$ cat src/shared/rcfg_pkg.sv
// Constants for the reconfiguration message handler.
// Assumes ASCII characters, one per transfer, fields split by spaces.
package rcfg_pkg;
	// ----------------------------------------
	// Field lengths in characters
	// ----------------------------------------
	localparam logic [4:0] NAME_MAX = 5'h10;
	localparam logic [4:0] UTC_LEN  = 5'h08;
	localparam logic [4:0] DFCT_LEN = 5'h06;
	localparam logic [4:0] CMD_LEN  = 5'h07;
	localparam logic [4:0] EXT_LEN  = 5'h03;
	// ----------------------------------------
	// Characters and words
	// ----------------------------------------
	localparam logic [7:0]  CH_SEP   = 8'h20;
	localparam logic [7:0]  CH_COLON = 8'h3A;
	localparam logic [7:0]  CH_ZERO  = 8'h30;
	localparam logic [7:0]  CH_NINE  = 8'h39;
	localparam logic [55:0] CMD_WORD = "RCONFIG";
	localparam logic [23:0] EXT_REQ  = "REQ";
	localparam logic [23:0] EXT_DEF  = "DEF";
	localparam logic [23:0] EXT_INF  = "INF";
	localparam logic [23:0] EXT_CAN  = "CAN";
	localparam logic [23:0] EXT_ACK  = "ACK";
	localparam logic [23:0] EXT_ERR  = "ERR";
	localparam logic [31:0] CS_NAME  = "NAME";
	localparam logic [31:0] CS_INST  = "INST";
	localparam logic [31:0] CS_PEND  = "PEND";
	localparam logic [31:0] CS_NRES  = "NRES";
	localparam logic [31:0] CS_NONE  = "NONE";
	localparam logic [31:0] CS_LATE  = "LATE";
	localparam logic [55:0] RSV_CUR  = "CURRENT";
	localparam logic [31:0] RSV_NEXT = "NEXT";
	// ----------------------------------------
	// Value limits of the time fields
	// ----------------------------------------
	localparam logic [9:0] HH_MAX  = 10'h017;
	localparam logic [9:0] MS_MAX  = 10'h03B;
	localparam logic [9:0] UU_MAX  = 10'h013;
	localparam logic [9:0] LLL_MAX = 10'h0F9;
	localparam logic [9:0] BAD_NUM = 10'h3FF;
	// ----------------------------------------
	// Field indexes and message positions
	// ----------------------------------------
	localparam logic [2:0] FLD_CMD  = 3'h0;
	localparam logic [2:0] FLD_EXT  = 3'h1;
	localparam logic [2:0] FLD_NAME = 3'h2;
	localparam logic [2:0] FLD_UTC  = 3'h3;
	localparam logic [2:0] FLD_DFCT = 3'h4;
	localparam logic [5:0] POS_ACK_LAST = 6'h0A;
	localparam logic [5:0] POS_ERR_LAST = 6'h0F;
	localparam logic [5:0] POS_DEF_TAIL = 6'h1B;
	// ----------------------------------------
	// Types
	// ----------------------------------------
	typedef enum logic [2:0] {S_RX = 3'b001, S_DEC = 3'b010, S_TX = 3'b100} state_t;
	typedef enum logic [2:0] {K_DEF = 3'b001, K_ACK = 3'b010, K_ERR = 3'b100} kind_t;
endpackage

$ cat src/hw/reconfig_message_handler.sv
// Downstream handler of reconfiguration control messages.
// Assumes framed character streams and a lookup that answers in one cycle.
module reconfig_message_handler (
	// Clock and reset
	input  wire logic         clk,
	input  wire logic         rst_n,
	// Received characters
	input  wire logic         rx_valid,
	input  wire logic [7:0]   rx_char,
	input  wire logic         rx_last,
	output logic              rx_ready,
	// Transmitted characters
	output logic              tx_valid,
	output logic [7:0]        tx_char,
	output logic              tx_last,
	input  wire logic         tx_ready,
	// Request check by the configuration store
	output logic              chk_valid,
	output logic [127:0]      chk_name,
	output logic [4:0]        chk_name_len,
	output logic [63:0]       chk_utc,
	output logic [47:0]       chk_dfct,
	input  wire logic         name_known,
	input  wire logic         inst_ok,
	input  wire logic         res_ok,
	input  wire logic         cancel_late,
	// Local definition
	input  wire logic         loc_def,
	input  wire logic [127:0] loc_name,
	input  wire logic [4:0]   loc_name_len,
	input  wire logic [63:0]  loc_utc,
	input  wire logic [47:0]  loc_dfct,
	output logic              loc_ready,
	// Pending reconfiguration
	input  wire logic         reconf_done,
	output logic              pending,
	output logic [127:0]      pend_name,
	output logic [4:0]        pend_name_len,
	output logic [63:0]       pend_utc,
	output logic [47:0]       pend_dfct
);
	// ----------------------------------------
	// State
	// ----------------------------------------
	rcfg_pkg::state_t state, next_state;   // Receive, decide or send.
	rcfg_pkg::kind_t  kind, next_kind;     // Kind of reply in flight.
	logic [2:0]       fld, next_fld;       // Field being received.
	logic [4:0]       lens [5];            // Saturating length per field.
	logic [4:0]       next_lens [5];
	logic [55:0]      cmd, next_cmd;       // Last command characters.
	logic [23:0]      ext, next_ext;       // Last extension characters.
	logic [127:0]     nm, next_nm;         // Received name, first char high.
	logic [63:0]      utc, next_utc;       // Received UTC.
	logic [47:0]      dfct, next_dfct;     // Received frame count.
	logic [31:0]      cause, next_cause;   // Cause of an error reply.
	logic [5:0]       pos, next_pos;       // Position of tx_char.
	logic             next_tx_valid;
	logic [7:0]       next_tx_char;
	logic             next_tx_last;
	logic             next_pending;
	logic [127:0]     next_pend_name;
	logic [4:0]       next_pend_name_len;
	logic [63:0]      next_pend_utc;
	logic [47:0]      next_pend_dfct;
	logic             cmd_ok, name_ok, utc_ok, dfct_ok, take_loc;

	// ----------------------------------------
	// Decimal helpers
	// ----------------------------------------
	// A non-digit yields BAD_NUM, above every limit, so it always fails.
	function automatic logic [9:0] dig(input logic [7:0] c);
		if (c < rcfg_pkg::CH_ZERO || c > rcfg_pkg::CH_NINE) begin
			return rcfg_pkg::BAD_NUM;
		end
		return {2'b00, c - rcfg_pkg::CH_ZERO};
	endfunction

	function automatic logic [9:0] num2(input logic [7:0] a, input logic [7:0] b);
		if (dig(a) == rcfg_pkg::BAD_NUM || dig(b) == rcfg_pkg::BAD_NUM) begin
			return rcfg_pkg::BAD_NUM;
		end
		return 10'(dig(a) * 10'h00A + dig(b));
	endfunction

	function automatic logic [9:0] num3(input logic [7:0] a, input logic [7:0] b,
			input logic [7:0] c);
		if (num2(a, b) == rcfg_pkg::BAD_NUM || dig(c) == rcfg_pkg::BAD_NUM) begin
			return rcfg_pkg::BAD_NUM;
		end
		return 10'(num2(a, b) * 10'h00A + dig(c));
	endfunction

	// ----------------------------------------
	// Reply character at a position
	// ----------------------------------------
	// Replies are built on the fly from stored values, so no message buffer.
	function automatic logic [7:0] char_at(input logic [5:0] q, input rcfg_pkg::kind_t k,
			input logic [31:0] cs, input logic [127:0] n, input logic [4:0] len,
			input logic [63:0] u, input logic [47:0] d);
		int r;
		int l;
		r = int'(q) - 12;
		l = int'(len);
		if (q < 6'h07) begin
			return rcfg_pkg::CMD_WORD[8*(6-int'(q)) +: 8];
		end
		if (q == 6'h07 || q == 6'h0B) begin
			return rcfg_pkg::CH_SEP;
		end
		if (q < 6'h0B) begin
			unique case (k)
				rcfg_pkg::K_DEF: return rcfg_pkg::EXT_DEF[8*(10-int'(q)) +: 8];
				rcfg_pkg::K_ACK: return rcfg_pkg::EXT_ACK[8*(10-int'(q)) +: 8];
				default:         return rcfg_pkg::EXT_ERR[8*(10-int'(q)) +: 8];
			endcase
		end
		if (k == rcfg_pkg::K_ERR) begin
			return cs[8*(15-int'(q)) +: 8];
		end
		// Name, UTC and frame count follow, each after one space.
		if (r < l) begin
			return n[8*(15-r) +: 8];
		end
		if (r == l || r == l + 9) begin
			return rcfg_pkg::CH_SEP;
		end
		if (r < l + 9) begin
			return u[8*(l+8-r) +: 8];
		end
		return d[8*(l+15-r) +: 8];
	endfunction

	// ----------------------------------------
	// Field checks on the received message
	// ----------------------------------------
	// The command word must be exact in length too, not only its tail.
	assign cmd_ok = lens[0] == rcfg_pkg::CMD_LEN && cmd == rcfg_pkg::CMD_WORD
		&& lens[1] == rcfg_pkg::EXT_LEN;
	// Reserved monitoring names are never accepted as a target.
	assign name_ok = lens[2] != 5'h00 && lens[2] <= rcfg_pkg::NAME_MAX
		&& !(lens[2] == 5'h07 && nm[127:72] == rcfg_pkg::RSV_CUR)
		&& !(lens[2] == 5'h04 && nm[127:96] == rcfg_pkg::RSV_NEXT);
	// The UTC value only picks the window; the frame count picks the frame.
	assign utc_ok = lens[3] == rcfg_pkg::UTC_LEN
		&& utc[47:40] == rcfg_pkg::CH_COLON && utc[23:16] == rcfg_pkg::CH_COLON
		&& num2(utc[63:56], utc[55:48]) <= rcfg_pkg::HH_MAX
		&& num2(utc[39:32], utc[31:24]) <= rcfg_pkg::MS_MAX
		&& num2(utc[15:8], utc[7:0]) <= rcfg_pkg::MS_MAX;
	assign dfct_ok = lens[4] == rcfg_pkg::DFCT_LEN && dfct[31:24] == rcfg_pkg::CH_COLON
		&& num2(dfct[47:40], dfct[39:32]) <= rcfg_pkg::UU_MAX
		&& num3(dfct[23:16], dfct[15:8], dfct[7:0]) <= rcfg_pkg::LLL_MAX;

	// ----------------------------------------
	// Handshakes and check outputs
	// ----------------------------------------
	// A local definition is only taken between messages and with nothing pending.
	assign loc_ready = state == rcfg_pkg::S_RX && !pending && fld == rcfg_pkg::FLD_CMD
		&& lens[0] == 5'h00;
	assign take_loc = loc_def && loc_ready;
	assign rx_ready = state == rcfg_pkg::S_RX && !take_loc;
	assign chk_valid = state == rcfg_pkg::S_DEC && cmd_ok && ext == rcfg_pkg::EXT_REQ
		&& !pending;
	assign chk_name = nm;
	assign chk_name_len = lens[2];
	assign chk_utc = utc;
	assign chk_dfct = dfct;

	// ----------------------------------------
	// Next-state logic
	// ----------------------------------------
	always_comb begin
		next_state = state;
		next_kind = kind;
		next_fld = fld;
		next_lens = lens;
		next_cmd = cmd;
		next_ext = ext;
		next_nm = nm;
		next_utc = utc;
		next_dfct = dfct;
		next_cause = cause;
		next_pos = pos;
		next_tx_valid = tx_valid;
		next_pending = pending;
		next_pend_name = pend_name;
		next_pend_name_len = pend_name_len;
		next_pend_utc = pend_utc;
		next_pend_dfct = pend_dfct;
		// The procedure took place; stored values stay for a reply in flight.
		if (reconf_done) begin
			next_pending = 1'b0;
		end
		unique case (state)
			rcfg_pkg::S_RX: begin
				if (take_loc) begin
					// Imposed definition; upstream cannot refuse it.
					next_pend_name = loc_name;
					next_pend_name_len = loc_name_len;
					next_pend_utc = loc_utc;
					next_pend_dfct = loc_dfct;
					next_pending = 1'b1;
					next_kind = rcfg_pkg::K_DEF;
					next_state = rcfg_pkg::S_TX;
					next_pos = 6'h00;
					next_tx_valid = 1'b1;
				end else if (rx_valid) begin
					if (rx_char == rcfg_pkg::CH_SEP) begin
						// Extra spaces past the last field are ignored, so they leave it intact.
						if (fld != rcfg_pkg::FLD_DFCT) begin
							next_fld = 3'(fld + 3'h1);
						end
					end else begin
						if (lens[fld] != 5'h1F) begin
							next_lens[fld] = 5'(lens[fld] + 5'h01);
						end
						unique case (fld)
							rcfg_pkg::FLD_CMD: next_cmd = {cmd[47:0], rx_char};
							rcfg_pkg::FLD_EXT: next_ext = {ext[15:0], rx_char};
							rcfg_pkg::FLD_NAME: begin
								if (lens[2] < rcfg_pkg::NAME_MAX) begin
									next_nm[8*(15-int'(lens[2])) +: 8] = rx_char;
								end
							end
							rcfg_pkg::FLD_UTC: next_utc = {utc[55:0], rx_char};
							default: next_dfct = {dfct[39:0], rx_char};
						endcase
					end
					if (rx_last) begin
						next_state = rcfg_pkg::S_DEC;
					end
				end
			end
			rcfg_pkg::S_DEC: begin
				// Clear the parser for the next message, then answer.
				next_state = rcfg_pkg::S_RX;
				next_fld = rcfg_pkg::FLD_CMD;
				next_lens = '{default: 5'h00};
				// A shorter next name would otherwise keep stale tail characters.
				next_nm = '0;
				next_kind = rcfg_pkg::K_ERR;
				if (cmd_ok && ext == rcfg_pkg::EXT_REQ) begin
					next_state = rcfg_pkg::S_TX;
					if (pending) begin
						next_cause = rcfg_pkg::CS_PEND;
					end else if (!name_ok || !name_known) begin
						next_cause = rcfg_pkg::CS_NAME;
					end else if (!utc_ok || !dfct_ok || !inst_ok) begin
						next_cause = rcfg_pkg::CS_INST;
					end else if (!res_ok) begin
						next_cause = rcfg_pkg::CS_NRES;
					end else begin
						next_kind = rcfg_pkg::K_DEF;
						next_pend_name = nm;
						next_pend_name_len = lens[2];
						next_pend_utc = utc;
						next_pend_dfct = dfct;
						next_pending = 1'b1;
					end
				end else if (cmd_ok && ext == rcfg_pkg::EXT_INF) begin
					next_state = rcfg_pkg::S_TX;
					if (pending) begin
						next_kind = rcfg_pkg::K_DEF;
					end else begin
						next_cause = rcfg_pkg::CS_NONE;
					end
				end else if (cmd_ok && ext == rcfg_pkg::EXT_CAN) begin
					next_state = rcfg_pkg::S_TX;
					if (!pending) begin
						next_cause = rcfg_pkg::CS_NONE;
					end else if (cancel_late) begin
						next_cause = rcfg_pkg::CS_LATE;
					end else begin
						// Cancelled and acknowledged in the same edge.
						next_kind = rcfg_pkg::K_ACK;
						next_pending = 1'b0;
					end
				end
				// Anything else, including our own message kinds, is dropped.
				next_pos = 6'h00;
				next_tx_valid = next_state == rcfg_pkg::S_TX;
			end
			rcfg_pkg::S_TX: begin
				if (tx_ready) begin
					if (tx_last) begin
						next_tx_valid = 1'b0;
						next_state = rcfg_pkg::S_RX;
					end else begin
						next_pos = 6'(pos + 6'h01);
					end
				end
			end
			default: begin
				next_state = rcfg_pkg::S_RX;
				next_tx_valid = 1'b0;
			end
		endcase
		// Output character follows the next position and next stored values.
		next_tx_char = char_at(next_pos, next_kind, next_cause, next_pend_name,
			next_pend_name_len, next_pend_utc, next_pend_dfct);
		unique case (next_kind)
			rcfg_pkg::K_ACK: next_tx_last = next_pos == rcfg_pkg::POS_ACK_LAST;
			rcfg_pkg::K_ERR: next_tx_last = next_pos == rcfg_pkg::POS_ERR_LAST;
			default: next_tx_last = next_pos == 6'(rcfg_pkg::POS_DEF_TAIL
				+ {1'b0, next_pend_name_len});
		endcase
	end

	// ----------------------------------------
	// Registers
	// ----------------------------------------
	// Reset leaves nothing pending and the transmitter silent.
	always_ff @(posedge clk) begin
		if (!rst_n) begin
			state <= rcfg_pkg::S_RX;
			kind <= rcfg_pkg::K_ERR;
			fld <= rcfg_pkg::FLD_CMD;
			lens <= '{default: 5'h00};
			cmd <= '0;
			ext <= '0;
			nm <= '0;
			utc <= '0;
			dfct <= '0;
			cause <= '0;
			pos <= 6'h00;
			tx_valid <= 1'b0;
			tx_char <= 8'h00;
			tx_last <= 1'b0;
			pending <= 1'b0;
			pend_name <= '0;
			pend_name_len <= 5'h00;
			pend_utc <= '0;
			pend_dfct <= '0;
		end else begin
			state <= next_state;
			kind <= next_kind;
			fld <= next_fld;
			lens <= next_lens;
			cmd <= next_cmd;
			ext <= next_ext;
			nm <= next_nm;
			utc <= next_utc;
			dfct <= next_dfct;
			cause <= next_cause;
			pos <= next_pos;
			tx_valid <= next_tx_valid;
			tx_char <= next_tx_char;
			tx_last <= next_tx_last;
			pending <= next_pending;
			pend_name <= next_pend_name;
			pend_name_len <= next_pend_name_len;
			pend_utc <= next_pend_utc;
			pend_dfct <= next_pend_dfct;
		end
	end
endmodule

$ cat config.mk
export PLATFORM = sky130hd
export DESIGN_NAME = reconfig_message_handler
export DESIGN_NICKNAME = d
export VERILOG_FILES = /design/src/shared/rcfg_pkg.sv /design/src/hw/reconfig_message_handler.sv
export SDC_FILE = /design/constraint.sdc
export NUM_CORES = 2
export LEC_CHECK = 0
export BUFFER_PORTS_ARGS = -buffer_cell sky130_fd_sc_hd__buf_4
export CAP_MARGIN = 0
export CORE_MARGIN = 2
export CORE_UTILIZATION = 35
export CTS_BUF_LIST = sky130_fd_sc_hd__clkbuf_8
export CTS_CLUSTER_DIAMETER = 80
export DETAILED_ROUTE_END_ITERATION = 8
export HOLD_SLACK_MARGIN = 0.05
export PLACE_DENSITY = 0.51
export SLEW_MARGIN = 20
export SYNTH_ARGS = -nofsm -noshare
export SYNTH_HDL_FRONTEND = slang
export SYNTH_SLANG_ARGS = --single-unit
$ cat constraint.sdc
create_clock -name clk -period 10.2 [get_ports clk]
set_input_delay 1.02 -clock clk [delete_from_list [all_inputs] [get_ports clk]]
set_output_delay 1.02 -clock clk [all_outputs]
set_load 0.005 [all_outputs]
==> flow_summary.json <==
{
  "status": "finished clean",
  "clk_path_buf_depth": 3,
  "tritoncts": "yes",
  "reg2reg_setup_slack_ns": 0.53,
  "finalSetupTns_ns": 0,
  "gp_congestion": 0.9571,
  "p_total_uw": 11540,
  "synth_adder_area_share": 0.06684,
  "crit_type": "flip-flop to flip-flop",
  "yosys.area.top_type": "dfxtp_1",
  "die_x_um": 323.9,
  "synth_edf_count": 0,
  "cap_violations": 0,
  "synth.most_common_cell": "dfxtp_1",
  "nets": 5717,
  "grt_max_degree": 132,
  "worstHoldPathCells": 2,
  "worstHoldStart": "ext[6]",
  "synth_common_cells": "648 x dfxtp_1, 610 x nand2_1, 564 x nor2_1, 371 x a21oi_1, 247 x clkbuf_1",
  "crit_fanout": 12,
  "slew-limit-headroom": 0.1944,
  "startpoint_type": "flip-flop",
  "synth_mux_area_frac": 0.01104,
  "fp.dieH_um": 323.9,
  "worstPathRequired_ns": 10.88,
  "yosysTopAreaCellShare": 0.3621,
  "drtAntennaViolNets": 0,
  "postLayoutCellArea_um2": 45560,
  "synth_cells": 4604,
  "viasPerCell": 6.040,
  "dpl_cell_area_um2": 42890,
  "ys.flop_type": "dfxtp_1",
  "final_cells": 6748,
  "synth_nets": 5051,
  "track_usage": 0.3794,
  "synth-xor-area-share": 0.01662,
  "r2r_start": "chk_dfct[17]",
  "cp.arrival_ns": 10.35,
  "wire_per_inst_um": 30.92,
  "yosys.area_share.simple": 0.2603,
  "critPathSlowestCell": "or4_1",
  "layout-area-overhead-vs-synth_pct": 27.16,
  "h-tree-depth": 3,
  "dp_hpwl_um": 154600,
  "leakagePower_uw": 0.01823,
  "fin_crit_ns": 9.671,
  "drc": 0,
  "postRouteWirelength_um": 208600,
  "worst_pin_slew_ns": 1.204,
  "async_flop_share": 0,
  "synth_top_family_by_area": "simple AND/OR/NAND/NOR gates",
  "ys_seq_area_frac": 0.3621,
  "cts_buffers": 117,
  "power_density_nw_per_um2": 253.3,
  "startpoint": "chk_dfct[17]",
  "post_cts_buffers": 0,
  "placedCellCount": 6518,
  "synth_compound_area_frac": 0.2362,
  "core_um2": 101600,
  "cts_sinks": 648,
  "layout-drive-gt1-share": 0.2171,
  "io_pins": 768,
  "avgSynthCellArea_um2": 7.782,
  "max_freq_mhz": 103.4,
  "period_share": 0.9482,
  "min_path_type": "flip-flop to flip-flop",
  "final-hold-violation-count": 0,
  "setup_viol": 0,
  "num_vias": 40761,
  "slowest_delay_ns": 0.53,
  "cts_root_buf": "clkbuf_8",
  "synth.area.top_cells": "dfxtp_1 36%, nand2_1 6.4%, nor2_1 5.9%",
  "synth_seq_cells": 648,
  "ys_warn_count": 0,
  "place.port_buffers": 767,
  "rsz0062_at_grt": "no",
  "syn_area_um2": 35830,
  "r2r_end": "tx_char[0]",
  "slew_violations": 0,
  "start_util": 0.3527,
  "grt_pass1_vias": 38147,
  "clk_pin_slew_worst_paths_ns": 0.07,
  "drtPass1Iterations": 7,
  "synth_cell_type_count": 102,
  "antenna_found_initial": 33,
  "first_iter_violations": 4721,
  "rows": 117,
  "skew_ns": 0.07332,
  "ir_worst_vdd_mv": 0.2044,
  "cp_common_cell": "ha_1",
  "holdPathEnd": "ext[14]",
  "clock_latency_ns": 0.84,
  "end_kind": "flip-flop",
  "rr_worst_depth": 34,
  "grt_pass1_wl_um": 287800,
  "grt_overflow": 0,
  "die_area_um2": 104900
}
where the power goes:
part	internal (uW)	total (uW)	switching, uW	leakage [uW]
Combinational	1920	5240	3320	0.0115
Clock	1440	2670	1230	0.00142
Sequential	3050	3630	586	0.00526
Total	6400	11500	5140	0.0182
flip-flops by register name, indices dropped and copies added, names as in the netlist, 8 cells and up:
signal     count
chk_utc       64
cmd           56
chk_dfct      48
pend_dfct     48
cause         32
pend_name    128
lens          20
pend_utc      64
ext           24
tx_char        8
chk_name     128
final cells by class:
cell class	instances	area [um^2]
antenna	23	57.56
clock buffer	143	1968
clock inverter	63	476.7
fill	10452	56040
inverter	129	496.7
multi-input combinational	3524	21440
sequential	648	12970
tap	1368	1712
timing repair buffer	850	6434
kinds of logic after synthesis:
kind of cell    after synthesis
compound gates             1293
fa+ha+maj                   183
buf+inv                     432
simple gates               1956
flops                       648
xor+xnor                     63
mux                          29
worst max-delay path by stage:
stage | to | slack, ns
global route | tx_char[1] | 0.004
CTS | tx_char[1] | 0.11
finish | tx_char[0] | 0.53
global placement | tx_char[2] | 0.33
floorplan | tx_char[1] | 0.97
detailed placement | tx_char[1] | 0.09
cell usage in the layout (no fill, tap or decap), types with 20 or more instances in the layout:
cell and count:
buf_4 845, dfxtp_1 648, nand2_1 608, nor2_1 562, a21oi_1 370, o21ai_0 239
nor3_1 184, a22oi_1 170, inv_1 169, ha_1 168, clkbuf_8 143, nand3_1 108
o22ai_1 75, or2_2 58, and2_1 53, a211oi_1 50, nor4_1 48, xnor2_1 43
nand4_1 42, and3_1 38, nand2b_1 35, a31oi_1 33, o211ai_1 29, o221ai_1 28
nor4b_1 27, a21o_1 26, or3_1 26, o21a_1 26, diode_2 23, nor2b_1 20
o31ai_1 20, nor4bb_1 20
per-stage QoR:
step | util | hold WS, ns | setup slack (ns)
after floorplan | - | 0.4193 | 0.9747
after global placement | 0.4222 | 0.4333 | 0.3346
after detailed placement | 0.4222 | 0.4376 | 0.09469
after CTS | 0.4463 | 0.4133 | 0.1103
after global routing | 0.4483 | 0.4562 | 0.003650
final | 0.4484 | 0.4344 | 0.5288
critical path: cells and delay by family, from the launching register on:
kind,cells,cell delay (ns)
DFF,1,0.37
AOI/OAI and AO/OA,11,2.64
and+or+nand+nor,11,3.01
buffers and inverters,2,0.42
xor gates and xnor gates,2,0.31
adders and majority gates,8,2.77
metal layers:
layer	share of wire	GRT usage	vias to the layer above	routed length, um
met4	0.064	0.2278	18	13360
met2	0.45	0.6009	2385	94150
met1	0.39	0.4671	19714	81350
li1	-	-	18094	-
met3	0.094	0.08972	550	19640
met5	0.00060	0	-	125
timing repair:
| item | in CTS | in global routing |
|---|---|---|
| endpoints found under the setup margin | 0 | 8 |
| gates resized for setup | 0 | 25 |
| hold buffers | 0 | 0 |
(Power assumes the default switching activity.)
